### src/afc_pkg.sv
// Shared constants and carrier types for the amplifier front-end register bank
package afc_pkg;

   // Bus geometry
   localparam int AFC_AW = 12;
   localparam int AFC_DW = 32;
   localparam int AFC_NLANE = 4;

   // Register byte offsets
   localparam logic [AFC_AW-1:0] AFC_OFS_CHOP0 = 12'h024;
   localparam logic [AFC_AW-1:0] AFC_OFS_AMP1 = 12'h070;

   // Reset values
   localparam logic [AFC_DW-1:0] AFC_RST_CHOP0 = 32'h0000_0001;
   localparam logic [AFC_DW-1:0] AFC_RST_AMP1 = 32'h0000_0011;

   // Writable bits; everything else reads zero
   localparam logic [AFC_DW-1:0] AFC_WMASK_CHOP0 = 32'h0000_0001;
   localparam logic [AFC_DW-1:0] AFC_WMASK_AMP1 = 32'h0000_7FFF;

   // Field positions
   localparam int AFC_BIT_CHOP_DIS = 0;
   localparam int AFC_BIT_PWRDN = 0;
   localparam int AFC_BIT_FUNC = 1;
   localparam int AFC_BIT_COUPLING = 2;
   localparam int AFC_LSB_RSVD_LO = 3;
   localparam int AFC_MSB_RSVD_LO = 4;
   localparam int AFC_LSB_GAIN = 5;
   localparam int AFC_MSB_GAIN = 7;
   localparam int AFC_LSB_RES = 8;
   localparam int AFC_MSB_RES = 10;
   localparam int AFC_LSB_BIAS = 11;
   localparam int AFC_MSB_BIAS = 12;
   localparam int AFC_BIT_RSVD13 = 13;
   localparam int AFC_BIT_BOOST = 14;
   localparam int AFC_MSB_USED = 14;

   // Highest defined codes
   localparam logic [2:0] AFC_GAIN_MAX = 3'h5;
   localparam logic [2:0] AFC_RES_MAX = 3'h6;

   // Bias source codes
   typedef enum logic [1:0] {
      AFC_BIAS_DAC_A = 2'h0,
      AFC_BIAS_DAC_B = 2'h1,
      AFC_BIAS_DAC_C = 2'h2,
      AFC_BIAS_DAC_D = 2'h3
   } afc_bias_e;

   // Channel 1 control, bits 14..0
   typedef struct packed {
      logic sink_boost_en;
      logic rsvd13;
      logic [1:0] transimp_bias_sel;
      logic [2:0] transimp_resistor_sel;
      logic [2:0] amp_gain_sel;
      logic [1:0] rsvd_lo;
      logic coupling_sel;
      logic func_sel;
      logic amp_core_powerdown;
   } afc_amp1_cfg_s;

   // APB request from the master
   typedef struct packed {
      logic psel;
      logic penable;
      logic pwrite;
      logic [AFC_AW-1:0] paddr;
      logic [AFC_DW-1:0] pwdata;
      logic [AFC_NLANE-1:0] pstrb;
   } afc_apb_req_s;

endpackage

### src/afc_wreg.sv
// Byte-lane writable register with a mask of implemented bits
`timescale 1ns/100ps
module afc_wreg #(
   parameter logic [31:0] RST_VAL = 32'h0000_0000,
   parameter logic [31:0] WMASK = 32'hFFFF_FFFF
) (
   // Clock and reset
   input wire logic i_clk_sys,
   input wire logic i_nrst,
   // Write port
   input wire logic i_we,
   input wire logic [31:0] i_wdata,
   input wire logic [3:0] i_strb,
   // Stored value
   output logic [31:0] o_q
);

   logic [31:0] val_q;
   logic [31:0] val_d;

   // Unimplemented bits never store anything
   genvar g;
   generate
      for (g = 0; g < 4; g++) begin : g_lane
         assign val_d[g*8 +: 8] = (i_we && i_strb[g]) ?
            (i_wdata[g*8 +: 8] & WMASK[g*8 +: 8]) : val_q[g*8 +: 8];
      end
   endgenerate

   always_ff @(posedge i_clk_sys) begin
      if (!i_nrst) begin
         val_q <= RST_VAL;
      end else begin
         val_q <= val_d;
      end
   end

   assign o_q = val_q;

endmodule

### src/afc_regs.sv
// APB register bank for the amplifier front-end configuration
//
// Function
// - Channel 0 chop register at 0x24, resets to 0x00000001 (chop off).
// - Chop register bit 0 read-write; 0 chops, 1 disables chopping.
// - Channel 1 control register at 0x70, resets to 0x00000011.
// - Bit 14 read-write sink-current boost, reset 0 normal drive.
// - Bits 12:11 pick bias source DAC a to d, reset 0.
// - Bits 10:8 pick transimpedance resistor, 111 undefined, reset 0.
// - Bits 7:5 set amplifier gain, 110 and 111 undefined, reset 0.
// - Bit 2 coupling, 0 DC, 1 AC, reset 0.
// - Bit 1 function, 0 voltage amplifier, 1 transimpedance, reset 0.
// - Bit 0 core power-down, resets 1; writing 0 enables amplifier.
`timescale 1ns/100ps
module afc_regs (
   // Clock and reset
   input wire logic i_clk_sys,
   input wire logic i_nrst,
   // APB slave
   input wire afc_pkg::afc_apb_req_s i_apb,
   output logic o_pready,
   output logic [31:0] o_prdata,
   output logic o_pslverr,
   // Channel 0 chop control
   output logic o_chop_disable,
   output logic o_sample_time_x2,
   // Channel 1 configuration
   output afc_pkg::afc_amp1_cfg_s o_amp1_cfg,
   output logic [3:0] o_bias_dac_sel,
   output logic o_gain_code_ok,
   output logic o_resistor_code_ok
);

   // Word match, byte offset bits ignored
   function automatic logic f_hit(input logic [11:0] addr, input logic [11:0] ofs);
      return addr[11:2] == ofs[11:2];
   endfunction

   // Bias code to one-hot DAC select
   function automatic logic [3:0] f_bias_onehot(input logic [1:0] code);
      logic [3:0] oh;
      oh = 4'h0;
      case (afc_pkg::afc_bias_e'(code))
         afc_pkg::AFC_BIAS_DAC_A: oh = 4'h1;
         afc_pkg::AFC_BIAS_DAC_B: oh = 4'h2;
         afc_pkg::AFC_BIAS_DAC_C: oh = 4'h4;
         afc_pkg::AFC_BIAS_DAC_D: oh = 4'h8;
         default: oh = 4'h0;
      endcase
      return oh;
   endfunction

   // Bus phase decode
   wire logic setup_ph;
   wire logic access_ph;
   wire logic hit_chop;
   wire logic hit_amp1;
   wire logic hit_any;
   wire logic wr_chop;
   wire logic wr_amp1;
   wire logic [31:0] chop_reg;
   wire logic [31:0] amp1_reg;
   wire logic [31:0] rd_mux;
   wire afc_pkg::afc_amp1_cfg_s amp1_fld;

   assign setup_ph = i_apb.psel && !i_apb.penable;
   assign access_ph = i_apb.psel && i_apb.penable;
   assign hit_chop = f_hit(i_apb.paddr, afc_pkg::AFC_OFS_CHOP0);
   assign hit_amp1 = f_hit(i_apb.paddr, afc_pkg::AFC_OFS_AMP1);
   assign hit_any = hit_chop || hit_amp1;

   // Zero wait states, so a write lands on the access edge
   assign wr_chop = access_ph && i_apb.pwrite && hit_chop;
   assign wr_amp1 = access_ph && i_apb.pwrite && hit_amp1;

   // Chop register: only bit 0 exists
   afc_wreg #(
      .RST_VAL(afc_pkg::AFC_RST_CHOP0),
      .WMASK(afc_pkg::AFC_WMASK_CHOP0)
   ) u_amp0_chop_ctrl (
      .i_clk_sys(i_clk_sys),
      .i_nrst(i_nrst),
      .i_we(wr_chop),
      .i_wdata(i_apb.pwdata),
      .i_strb(i_apb.pstrb),
      .o_q(chop_reg)
   );

   // Channel 1 control: bits 14..0, bits 13 and 4:3 are plain storage
   afc_wreg #(
      .RST_VAL(afc_pkg::AFC_RST_AMP1),
      .WMASK(afc_pkg::AFC_WMASK_AMP1)
   ) u_amp1_ctrl (
      .i_clk_sys(i_clk_sys),
      .i_nrst(i_nrst),
      .i_we(wr_amp1),
      .i_wdata(i_apb.pwdata),
      .i_strb(i_apb.pstrb),
      .o_q(amp1_reg)
   );

   assign amp1_fld = afc_pkg::afc_amp1_cfg_s'(amp1_reg[afc_pkg::AFC_MSB_USED:0]);

   // Read data and error are set up in the setup cycle
   assign rd_mux = hit_chop ? chop_reg : (hit_amp1 ? amp1_reg : 32'h0000_0000);

   logic [31:0] prdata_q;
   logic pslverr_q;

   always_ff @(posedge i_clk_sys) begin
      if (!i_nrst) begin
         prdata_q <= 32'h0000_0000;
         pslverr_q <= 1'b0;
      end else if (setup_ph) begin
         prdata_q <= i_apb.pwrite ? 32'h0000_0000 : rd_mux;
         pslverr_q <= !hit_any;
      end
   end

   assign o_pready = access_ph;
   assign o_prdata = prdata_q;
   assign o_pslverr = access_ph && pslverr_q;

   // Derived status, one cycle behind the register
   logic sample_x2_q;
   logic [3:0] bias_oh_q;
   logic gain_ok_q;
   logic res_ok_q;

   always_ff @(posedge i_clk_sys) begin
      if (!i_nrst) begin
         sample_x2_q <= 1'b0;
         bias_oh_q <= 4'h1;
         gain_ok_q <= 1'b1;
         res_ok_q <= 1'b1;
      end else begin
         sample_x2_q <= !chop_reg[afc_pkg::AFC_BIT_CHOP_DIS];
         bias_oh_q <= f_bias_onehot(amp1_fld.transimp_bias_sel);
         gain_ok_q <= amp1_fld.amp_gain_sel <= afc_pkg::AFC_GAIN_MAX;
         res_ok_q <= amp1_fld.transimp_resistor_sel <= afc_pkg::AFC_RES_MAX;
      end
   end

   // Undefined codes are passed through; the flags let the analog side guard
   assign o_chop_disable = chop_reg[afc_pkg::AFC_BIT_CHOP_DIS];
   assign o_sample_time_x2 = sample_x2_q;
   assign o_amp1_cfg = amp1_fld;
   assign o_bias_dac_sel = bias_oh_q;
   assign o_gain_code_ok = gain_ok_q;
   assign o_resistor_code_ok = res_ok_q;
endmodule

### config.mk
export PLATFORM = sky130hd
export DESIGN_NAME = afc_regs
export DESIGN_NICKNAME = d
export VERILOG_FILES = /design/src/afc_pkg.sv /design/src/afc_wreg.sv /design/src/afc_regs.sv
export SDC_FILE = /design/constraint.sdc
export NUM_CORES = 1
export LEC_CHECK = 0
export ABC_AREA = 1
export BUFFER_PORTS_ARGS = -buffer_cell sky130_fd_sc_hd__buf_2
export CAP_MARGIN = 5
export CORE_MARGIN = 5
export CORE_UTILIZATION = 38
export DETAILED_ROUTE_END_ITERATION = 16
export PLACE_DENSITY_LB_ADDON = 0.25
export SYNTH_ARGS = -nofsm -noshare
export SYNTH_HDL_FRONTEND = slang
export SYNTH_SLANG_ARGS = --single-unit
### constraint.sdc
create_clock -name i_clk_sys -period 1.14 [get_ports i_clk_sys]
set_input_delay 0.171 -clock i_clk_sys [delete_from_list [all_inputs] [get_ports i_clk_sys]]
set_output_delay 0.171 -clock i_clk_sys [all_outputs]
set_load 0.03 [all_outputs]
==> results of run 1 <==
-- cell type report --
| class | count | area, um2 |
|---|---|---|
| multi-input combinational | 160 | 709 |
| fill | 441 | 2090 |
| clock buffer | 8 | 100 |
| tap | 52 | 65.1 |
| sequential | 39 | 783 |
| inverter | 36 | 135 |
| timing repair buffer | 93 | 527 |
-- per-layer routing --
metal / share of wire [%] / vias up / wire length [um] / GRT usage (%)
met5: 0 / - / 0 / 0
met4: 1.1 / 0 / 48 / 5.67
met1: 43 / 731 / 1890 / 16.2
met3: 7.2 / 4 / 318 / 3.70
met2: 49 / 56 / 2170 / 24.5
li1: - / 898 / - / -
-- through the flow --
stage | power, mW | setup WS [ps] | TNS (ps) | cell area, um2 | util [%]
floorplan | 1.59 | 0.547 | 0 | 1810 | -
global placement | 1.66 | -69.5 | -1020 | 2210 | 50.0
detailed placement | 1.66 | -98.6 | -1290 | 2210 | 50.0
CTS | 2.66 | 14.9 | 0 | 2310 | 52.3
global route | 2.76 | 2.54 | 0 | 2320 | 52.6
finish | 2.65 | 59.0 | 0 | 2320 | 52.6
-- final timing paths --
kind,start,endpoint,slack (ps),depth (start not counted)
max,u_amp1_ctrl.o_q[12],o_amp1_cfg[12],60,1
min,i_apb[15],u_amp1_ctrl.o_q[11],100,3
max reg2reg,u_amp0_chop_ctrl.o_q[0],o_prdata[0],380,4
min reg2reg,u_amp1_ctrl.o_q[7],o_gain_code_ok,440,1
-- state kept, by name, indices dropped and copies added, names as in the netlist --
signal and flops:
o_bias_dac_sel 4, o_gain_code_ok 1, o_prdata 15, o_resistor_code_ok 1, o_sample_time_x2 1, pslverr_q 1
u_amp0_chop_ctrl.o_q 1, u_amp1_ctrl.o_q 15
-- what timing repair did --
| action | CTS | global route |
|---|---|---|
| endpoints found under the setup margin | 0 | 2 |
| hold buffers | 0 | 0 |
| gates resized for setup | 0 | 6 |
-- placed cells by master (no fill, tap or decap), drive strengths merged --
cell type and count:
conb 17, inv 35, and2 1, o211ai 1, nand2 53, clkbuf 8, dfxtp 39, nand3 24
a21oi 16, nand4 4, buf 93, nor3 1, nor2 36, o21ai 7, clkinv 1
-- where the power goes --
group / internal, mW / switching, mW
sequential: 1.36 / 0.000966
combinational: 0.0907 / 0.176
clock: 0.552 / 0.465
total: 2.01 / 0.642
-- logic make-up (layout without fill, tap and decap cells) --
group                  count (synthesis)  after routing  synth area share [%]
AOI/OAI and AO/OA                     24             24                  7.02
buffers and inverters                 61            137                  18.3
DFF                                   39             39                  44.7
other                                  1             17                 0.215
and+or+nand+nor                      119            119                  29.8
==> metrics, run 1 <==
part of the cycle the worst path needs=94.8%; Worst Path Class, Setup=reg2out; vias=1,689; Worst Path Required=970 ps; vias per inst=4.35; PortBufs=71; vias in the first global route=1,547; Post-synth ARST share=0%; Core Footprint=4410 um2; sequential element share of the synthesized area=44.7%; Final setup viols=0; delay-heaviest family, CP=flip-flops; fmax=925 MHz; leakage=1.24 nW; cts bufs inserted=5; postcts setup bufs=0; Max Slew Vio Count=0; gr ovfl total=0; Worst Hold Class=in2reg; crit-path max cell delay=400 ps; share of layout cells above drive strength 1=33.6%; Initial DRC Count=57; antenna-violating nets left=0; main flop type after synthesis=dfxtp_1; Min Hold Slack=102 ps; Fin. Hold Viols=0; global-route wire length before repair=6950 um; final non-filler cell total=388; ordered list of cells on the worst path=buf_2; Post-Synthesis Cells=244; initial antenna violation count=0; DR WL/cell=11.4 um; RSZ-0062 raised after global routing=false; most common cell in the netlist=nand2_1; n_diodes=0; GRT Util Overall=14.1%; Clock Tree Root=clkbuf_8; Clock Skew=2.85 ps; pwr dens=1140 nW/um2; Reg clk slew, reported paths=70 ps; clk sink count=39; Synth area leader=dfxtp_1; status=complete, no violations; Die Ht=77.8 um; commonest cells in the netlist=nand2_1 (50), dfxtp_1 (39), inv_1 (34), nor2_1 (32), nand3_1 (23); CTS max path bufs=2; Routability Congestion=0.765; Yosys reg bits=39; CP max FO=5; FP Rows=24; mapped cell area=1750 um2; Cell variety after synth=24; Pre-antenna DRT Iters=4; htree depth=2; DP HPWL=3470 um; largest net degree at the start of global routing=15; Max-cap violations=0; fin nets=388; I/O pin count=110; Layout area overhead=32.7%; clk_lat worst skew=290 ps; Die ar.=6060 um2; Ys Warns=0; most area-consuming cells after synthesis=dfxtp_1 (45%), nand2_1 (11%), buf_4 (7.3%); CP max-delay cell=dfxtp_1; number of synthesized flops with an enable pin=0; Tmin final=1080 ps; CP Launch Type=flip-flop; Starting Density=39.6%; crit path buf inv count=1; syn avg cell area=7.16 um2; Worst setup EP type=primary output; Placed Instances=380; Post-Route WL=4430 um; TritonCTS clock tree=done; Peak VDD IR=927 uV; DRC=0; chip width=77.8 um; Worst EP arrival=910 ps; post-synth top area share=44.7%
No activity file was read; power rests on OpenSTA's default activity.
==> run 2: changes to the inputs <==
--- a/config.mk
+++ b/config.mk
@@ -12,6 +12,7 @@
 export CORE_UTILIZATION = 38
 export DETAILED_ROUTE_END_ITERATION = 16
 export PLACE_DENSITY_LB_ADDON = 0.25
+export RECOVER_POWER = 50
 export SYNTH_ARGS = -nofsm -noshare
 export SYNTH_HDL_FRONTEND = slang
 export SYNTH_SLANG_ARGS = --single-unit
==> run 2 against run 1 <==
Die area stayed put. Critical endpoint unchanged. Wire length down 0.14%. Clock skew is essentially flat. Highest routed layer unchanged. Clock power hardly changed. Sequential share of layout area increased by 0.29 points. Largest power group unchanged. Final area fell by 0.86%. Flip-flop and latch count did not move. Setup slack hardly changed. Register-to-register slack barely moved.
==> metrics, run 2 (synthesis results as in run 1) <==
status=complete, no violations; largest net degree at the start of global routing=15 (unchanged); CP max FO=5 (unchanged); Clock Tree Root=clkbuf_8; initial antenna violation count=0 (unchanged); part of the cycle the worst path needs=94.8% (about the same); Initial DRC Count=54 (-5.3%); Max-cap violations=0 (unchanged); Peak VDD IR=927 uV (about the same); share of layout cells above drive strength 1=32.4% (-1.2 points); Layout area overhead=31.6%; Starting Density=39.6% (unchanged); chip width=77.8 um (unchanged); Min Hold Slack=102 ps (-0.0550 ps); GRT Util Overall=14.1% (unchanged); postcts setup bufs=0 (unchanged); DR WL/cell=11.4 um (-0.14%); leakage=1.22 nW (-2.1%); Fin. Hold Viols=0 (unchanged); post_cts resized=0 (unchanged); Reg clk slew, reported paths=70 ps (about the same); Worst setup EP type=primary output; finished layout cell area=2300 um2 (-0.86%); n_diodes=0 (unchanged); htree depth=2 (unchanged); grt met2 use=24.5% (unchanged); vias in the first global route=1,547 (unchanged); CTS max path bufs=2 (unchanged); Routability Congestion=0.765 (unchanged); FP Rows=24 (unchanged); RSZ-0062 raised after global routing=false; final worst setup slack=58.9 ps (-0.0554 ps); DP Area=2210 um2 (unchanged); clk sink count=39 (unchanged); utilization after layout=52.1% (-0.45 points); DP HPWL=3470 um (unchanged); antenna-violating nets left=0 (unchanged); I/O pin count=110 (unchanged); crit path buf inv count=1 (unchanged); PortBufs=71 (unchanged); CP Launch Type=flip-flop; vias=1,685 (-0.24%); TritonCTS clock tree=done; gr ovfl total=0 (unchanged); clk_lat worst skew=290 ps (about the same); met1 usage=16.2% (unchanged); CP startpoint=u_amp1_ctrl.o_q[12]; Tmin final=1080 ps (+0.0554 ps); Die Ht=77.8 um (unchanged); fin nets=388 (unchanged); met3 usage=3.70% (unchanged); delay-heaviest family, CP=flip-flops; Post-Route WL=4430 um (-0.14%); setup_tns=0 ps (unchanged); cts bufs inserted=5 (unchanged); Worst Path Required=970 ps (about the same); Die ar.=6060 um2 (unchanged); global-route wire length before repair=6950 um (unchanged); most common cell after layout, fill and taps aside=buf_2; post-place setup slack=-98.6 ps (unchanged); vias per inst=4.34 (-0.24%); pwr dens=1150 nW/um2 (+0.77%); Max Slew Vio Count=0 (unchanged); crit-path max cell delay=400 ps (about the same); fmax=925 MHz (about the same); Worst Hold Class=in2reg; Clock Skew=2.81 ps (-0.0356 ps); CP max-delay cell=dfxtp_1; R2R Path Start=u_amp1_ctrl.o_q[0]; Worst EP arrival=910 ps (about the same); commonest non-fill, non-tap cells in the layout=buf_2 (63), nand2_1 (50), dfxtp_1 (37); Final setup viols=0 (unchanged); Worst Path Class, Setup=reg2out; ordered list of cells on the worst path=buf_2; DRC=0 (unchanged); Hold Path Origin=i_apb[15]; Pre-antenna DRT Iters=4 (unchanged); cts hold-fix bufs=0 (unchanged); Core Footprint=4410 um2 (unchanged); global routing's busiest layer=met2
==> run 2: changes by cell type in the layout (fill, tap and decap cells not counted) <==
cell      previous run  this run
clkbuf_2             0         8
buf_2               70        63
buf_4               22        18
clkbuf_1             1         3
nor2_1              31        33
nor2_2               5         3
clkbuf_4             0         1
nand2_2              2         3
nand2_4              1         0
==> run 2: report_power, final <==
group | switching, mW | internal, mW | total (mW)
clock | 0.465 | 0.552 | 1.02
sequential | 0.000967 | 1.36 | 1.36
combinational | 0.175 | 0.0898 | 0.264
total | 0.641 | 2.01 | 2.65
==> run 2: per-stage QoR <==
step / cells / total power, mW
2_1_floorplan: 260 / 1.59
3_3_place_gp: 380 / 1.66
3_5_place_dp: 380 / 1.66
4_1_cts: 388 / 2.66
5_1_grt: 388 / 2.76
6_report: 388 / 2.65
==> run 2: metal layers <==
| layer | up-vias | wire length [um] |
|---|---|---|
| met5 | - | 0 |
| met4 | 0 | 48 |
| met3 | 4 | 321 |
| met2 | 52 | 2150 |
| met1 | 732 | 1910 |
| li1 | 897 | - |
==> run 2: final timing paths <==
check	to	slack, ps	depth (start not counted)
setup / recovery	o_amp1_cfg[12]	60	1
setup reg to reg	o_prdata[0]	370	4
hold reg to reg	o_gain_code_ok	440	1
hold / removal	u_amp1_ctrl.o_q[11]	100	3
==> run 2: area by class of cell <==
type,instances,area [um2]
timing repair buffer,93,517
multi-input combinational,160,699
inverter,36,135
clock buffer,8,100
fill,445,2110
sequential,39,783
tap,52,65.1
==> run 3: changes to the inputs <==
--- a/config.mk
+++ b/config.mk
@@ -6,7 +6,7 @@
 export NUM_CORES = 1
 export LEC_CHECK = 0
 export ABC_AREA = 1
-export BUFFER_PORTS_ARGS = -buffer_cell sky130_fd_sc_hd__buf_2
+export BUFFER_PORTS_ARGS = -buffer_cell sky130_fd_sc_hd__buf_4
 export CAP_MARGIN = 5
 export CORE_MARGIN = 5
 export CORE_UTILIZATION = 38
==> run 3 against run 2 <==
Non-clock buffer count decreased by 5. Final area increased by 2.8%. Clock skew decreased by 1.2 ps. First-iteration DRC count increased by 20%. Setup slack improved by 17 ps. Sequential share of layout area decreased by 0.99 points. Register-to-register slack about the same. Global-route usage increased by 0.21 points. Sequential power about the same. Critical path type unchanged. Largest cell class unchanged. Highest routed layer unchanged.
==> metrics, run 3 (synthesis results as in run 1) <==
status=complete, no violations; DRC=0 (unchanged); clock network power share=34.7% (-3.7 points); I/O pin count=110 (unchanged); TritonCTS clock tree=done; crit-path max cell delay=330 ps (-70 ps); CP Launch Type=flip-flop; cts hold-fix bufs=0 (unchanged); Worst Path Class, Setup=reg2out; pwr dens=1060 nW/um2 (-7.6%); htree depth=2 (unchanged); Internal Power=1.89 mW (-5.9%); Reg clk slew, reported paths=80 ps (about the same); clk sink count=39 (unchanged); clk_lat worst skew=270 ps (-20 ps); Die ar.=6060 um2 (unchanged); GRT Util Overall=14.3% (+0.21 points); initial antenna violation count=0 (unchanged); PortBufs=71 (unchanged); Pre-antenna DRT Iters=4 (unchanged); Clock Skew=1.59 ps (-1.22 ps); vias per inst=4.39 (+1.1%); Final setup viols=0 (unchanged); commonest non-fill, non-tap cells in the layout=buf_4 (66), nand2_1 (50), dfxtp_1 (38); ordered list of cells on the worst path=inv_1 > nor2_1 > buf_4; RSZ-0062 raised after global routing=false; Core Footprint=4410 um2 (unchanged); Min Hold Slack=116 ps (+13.7 ps); Worst Hold Class=in2reg; post_cts resized=0 (unchanged); share of layout cells above drive strength 1=30.8% (-1.6 points); Tmin final=1060 ps (-17.0 ps); vias in the first global route=1,540 (-0.45%); Die Ht=77.8 um (unchanged); antenna-violating nets left=0 (unchanged); setup_tns=0 ps (unchanged); Initial DRC Count=65 (+20%); CP max-delay cell=dfxtp_1; cts bufs inserted=5 (unchanged); fin nets=383 (-1.3%); Fin. Hold Viols=0 (unchanged); Layout area overhead=35.3%; Worst EP arrival=890 ps (-20 ps); part of the cycle the worst path needs=93.3% (-1.5 points); DP HPWL=3420 um (-1.5%); met1 usage=17.9% (+1.7 points); leakage=1.21 nW (-0.74%); postcts setup bufs=0 (unchanged); utilization after layout=53.6% (+1.5 points); Worst setup EP type=primary output; Sequential Power Share=54.2% (+2.6 points); Peak VDD IR=806 uV (-13%); chip width=77.8 um (unchanged); Psw=0.628 mW (-2.0%); gr ovfl total=0 (unchanged); CP max FO=2 (-3); DR WL/cell=11.6 um (+1.5%); Starting Density=39.6% (unchanged); CTS max path bufs=2 (unchanged); Comb power frac=11.0% (+1.0 points); delay-heaviest family, CP=flip-flops; Worst Path Required=970 ps (about the same); Clock Tree Root=clkbuf_8; n_diodes=0 (unchanged); global routing's busiest layer=met2; grt met2 use=24.4% (-0.17 points); Routability Congestion=0.746 (-2.5%); Max Slew Vio Count=0 (unchanged); crit path buf inv count=2 (+1); FP Rows=24 (unchanged); fmax=940 MHz (+1.6%); largest net degree at the start of global routing=22 (+7); vias=1,682 (-0.18%); switch share=25.0% (+0.76 points); global-route wire length before repair=7210 um (+3.8%); met3 usage=3.24% (-0.46 points); most common cell after layout, fill and taps aside=buf_4; Post-Route WL=4430 um (+0.18%); Max-cap violations=0 (unchanged)
[run 3: cell count changes in the layout (fill, tap and decap cells not counted), sizes merged]
| cell | delta |
|---|---|
| buf | -16 |
| clkinv | +3 |
| clkbuf | +8 |
[run 3: worst paths after layout]
kind	end	slack, ps	startpoint	depth (start not counted)
setup / recovery	o_pslverr	80	pslverr_q	3
hold / removal	u_amp1_ctrl.o_q[13]	120	i_apb[17]	3
setup reg to reg	o_prdata[0]	380	u_amp0_chop_ctrl.o_q[0]	4
hold reg to reg	o_gain_code_ok	440	u_amp1_ctrl.o_q[7]	1
[run 3: through the flow]
step	setup slack, ps	std cells	total power [mW]	cell area, um2
after floorplan	0.547	260	1.59	1810
after global placement	-59.5	375	1.68	2350
after detailed placement	-97.5	375	1.68	2350
after CTS	58.4	383	2.55	2430
after global routing	11.9	383	2.65	2360
final	75.9	383	2.52	2360
[run 3: power groups by stage]
stage,Combinational [mW],Sequential (mW),Clock (mW)
floorplan,0.192,1.40,0
global route,0.301,1.36,0.980
finish,0.278,1.36,0.874
detailed placement,0.286,1.40,0
CTS,0.287,1.36,0.898
global placement,0.285,1.40,0
[run 3: tightest hold or removal path: stages]
cell,delay (ps)
buf_4,80
nor2_1,30
nor2_1,80
[run 3: metal layers]
metal,wire length (um),vias up
li1,-,885
met1,1880,743
met2,2220,52
met3,298,2
met4,42,0
met5,0,-
[run 3: final cells by class]
class / instances / area, um2
clock inverters: 3 / 15.0
clock buffers: 5 / 68.8
repair buffers: 88 / 602
well taps: 52 / 65.1
fillers: 465 / 2050
inverters: 36 / 135
flip-flops and latches: 39 / 782
multi-input cells: 160 / 697
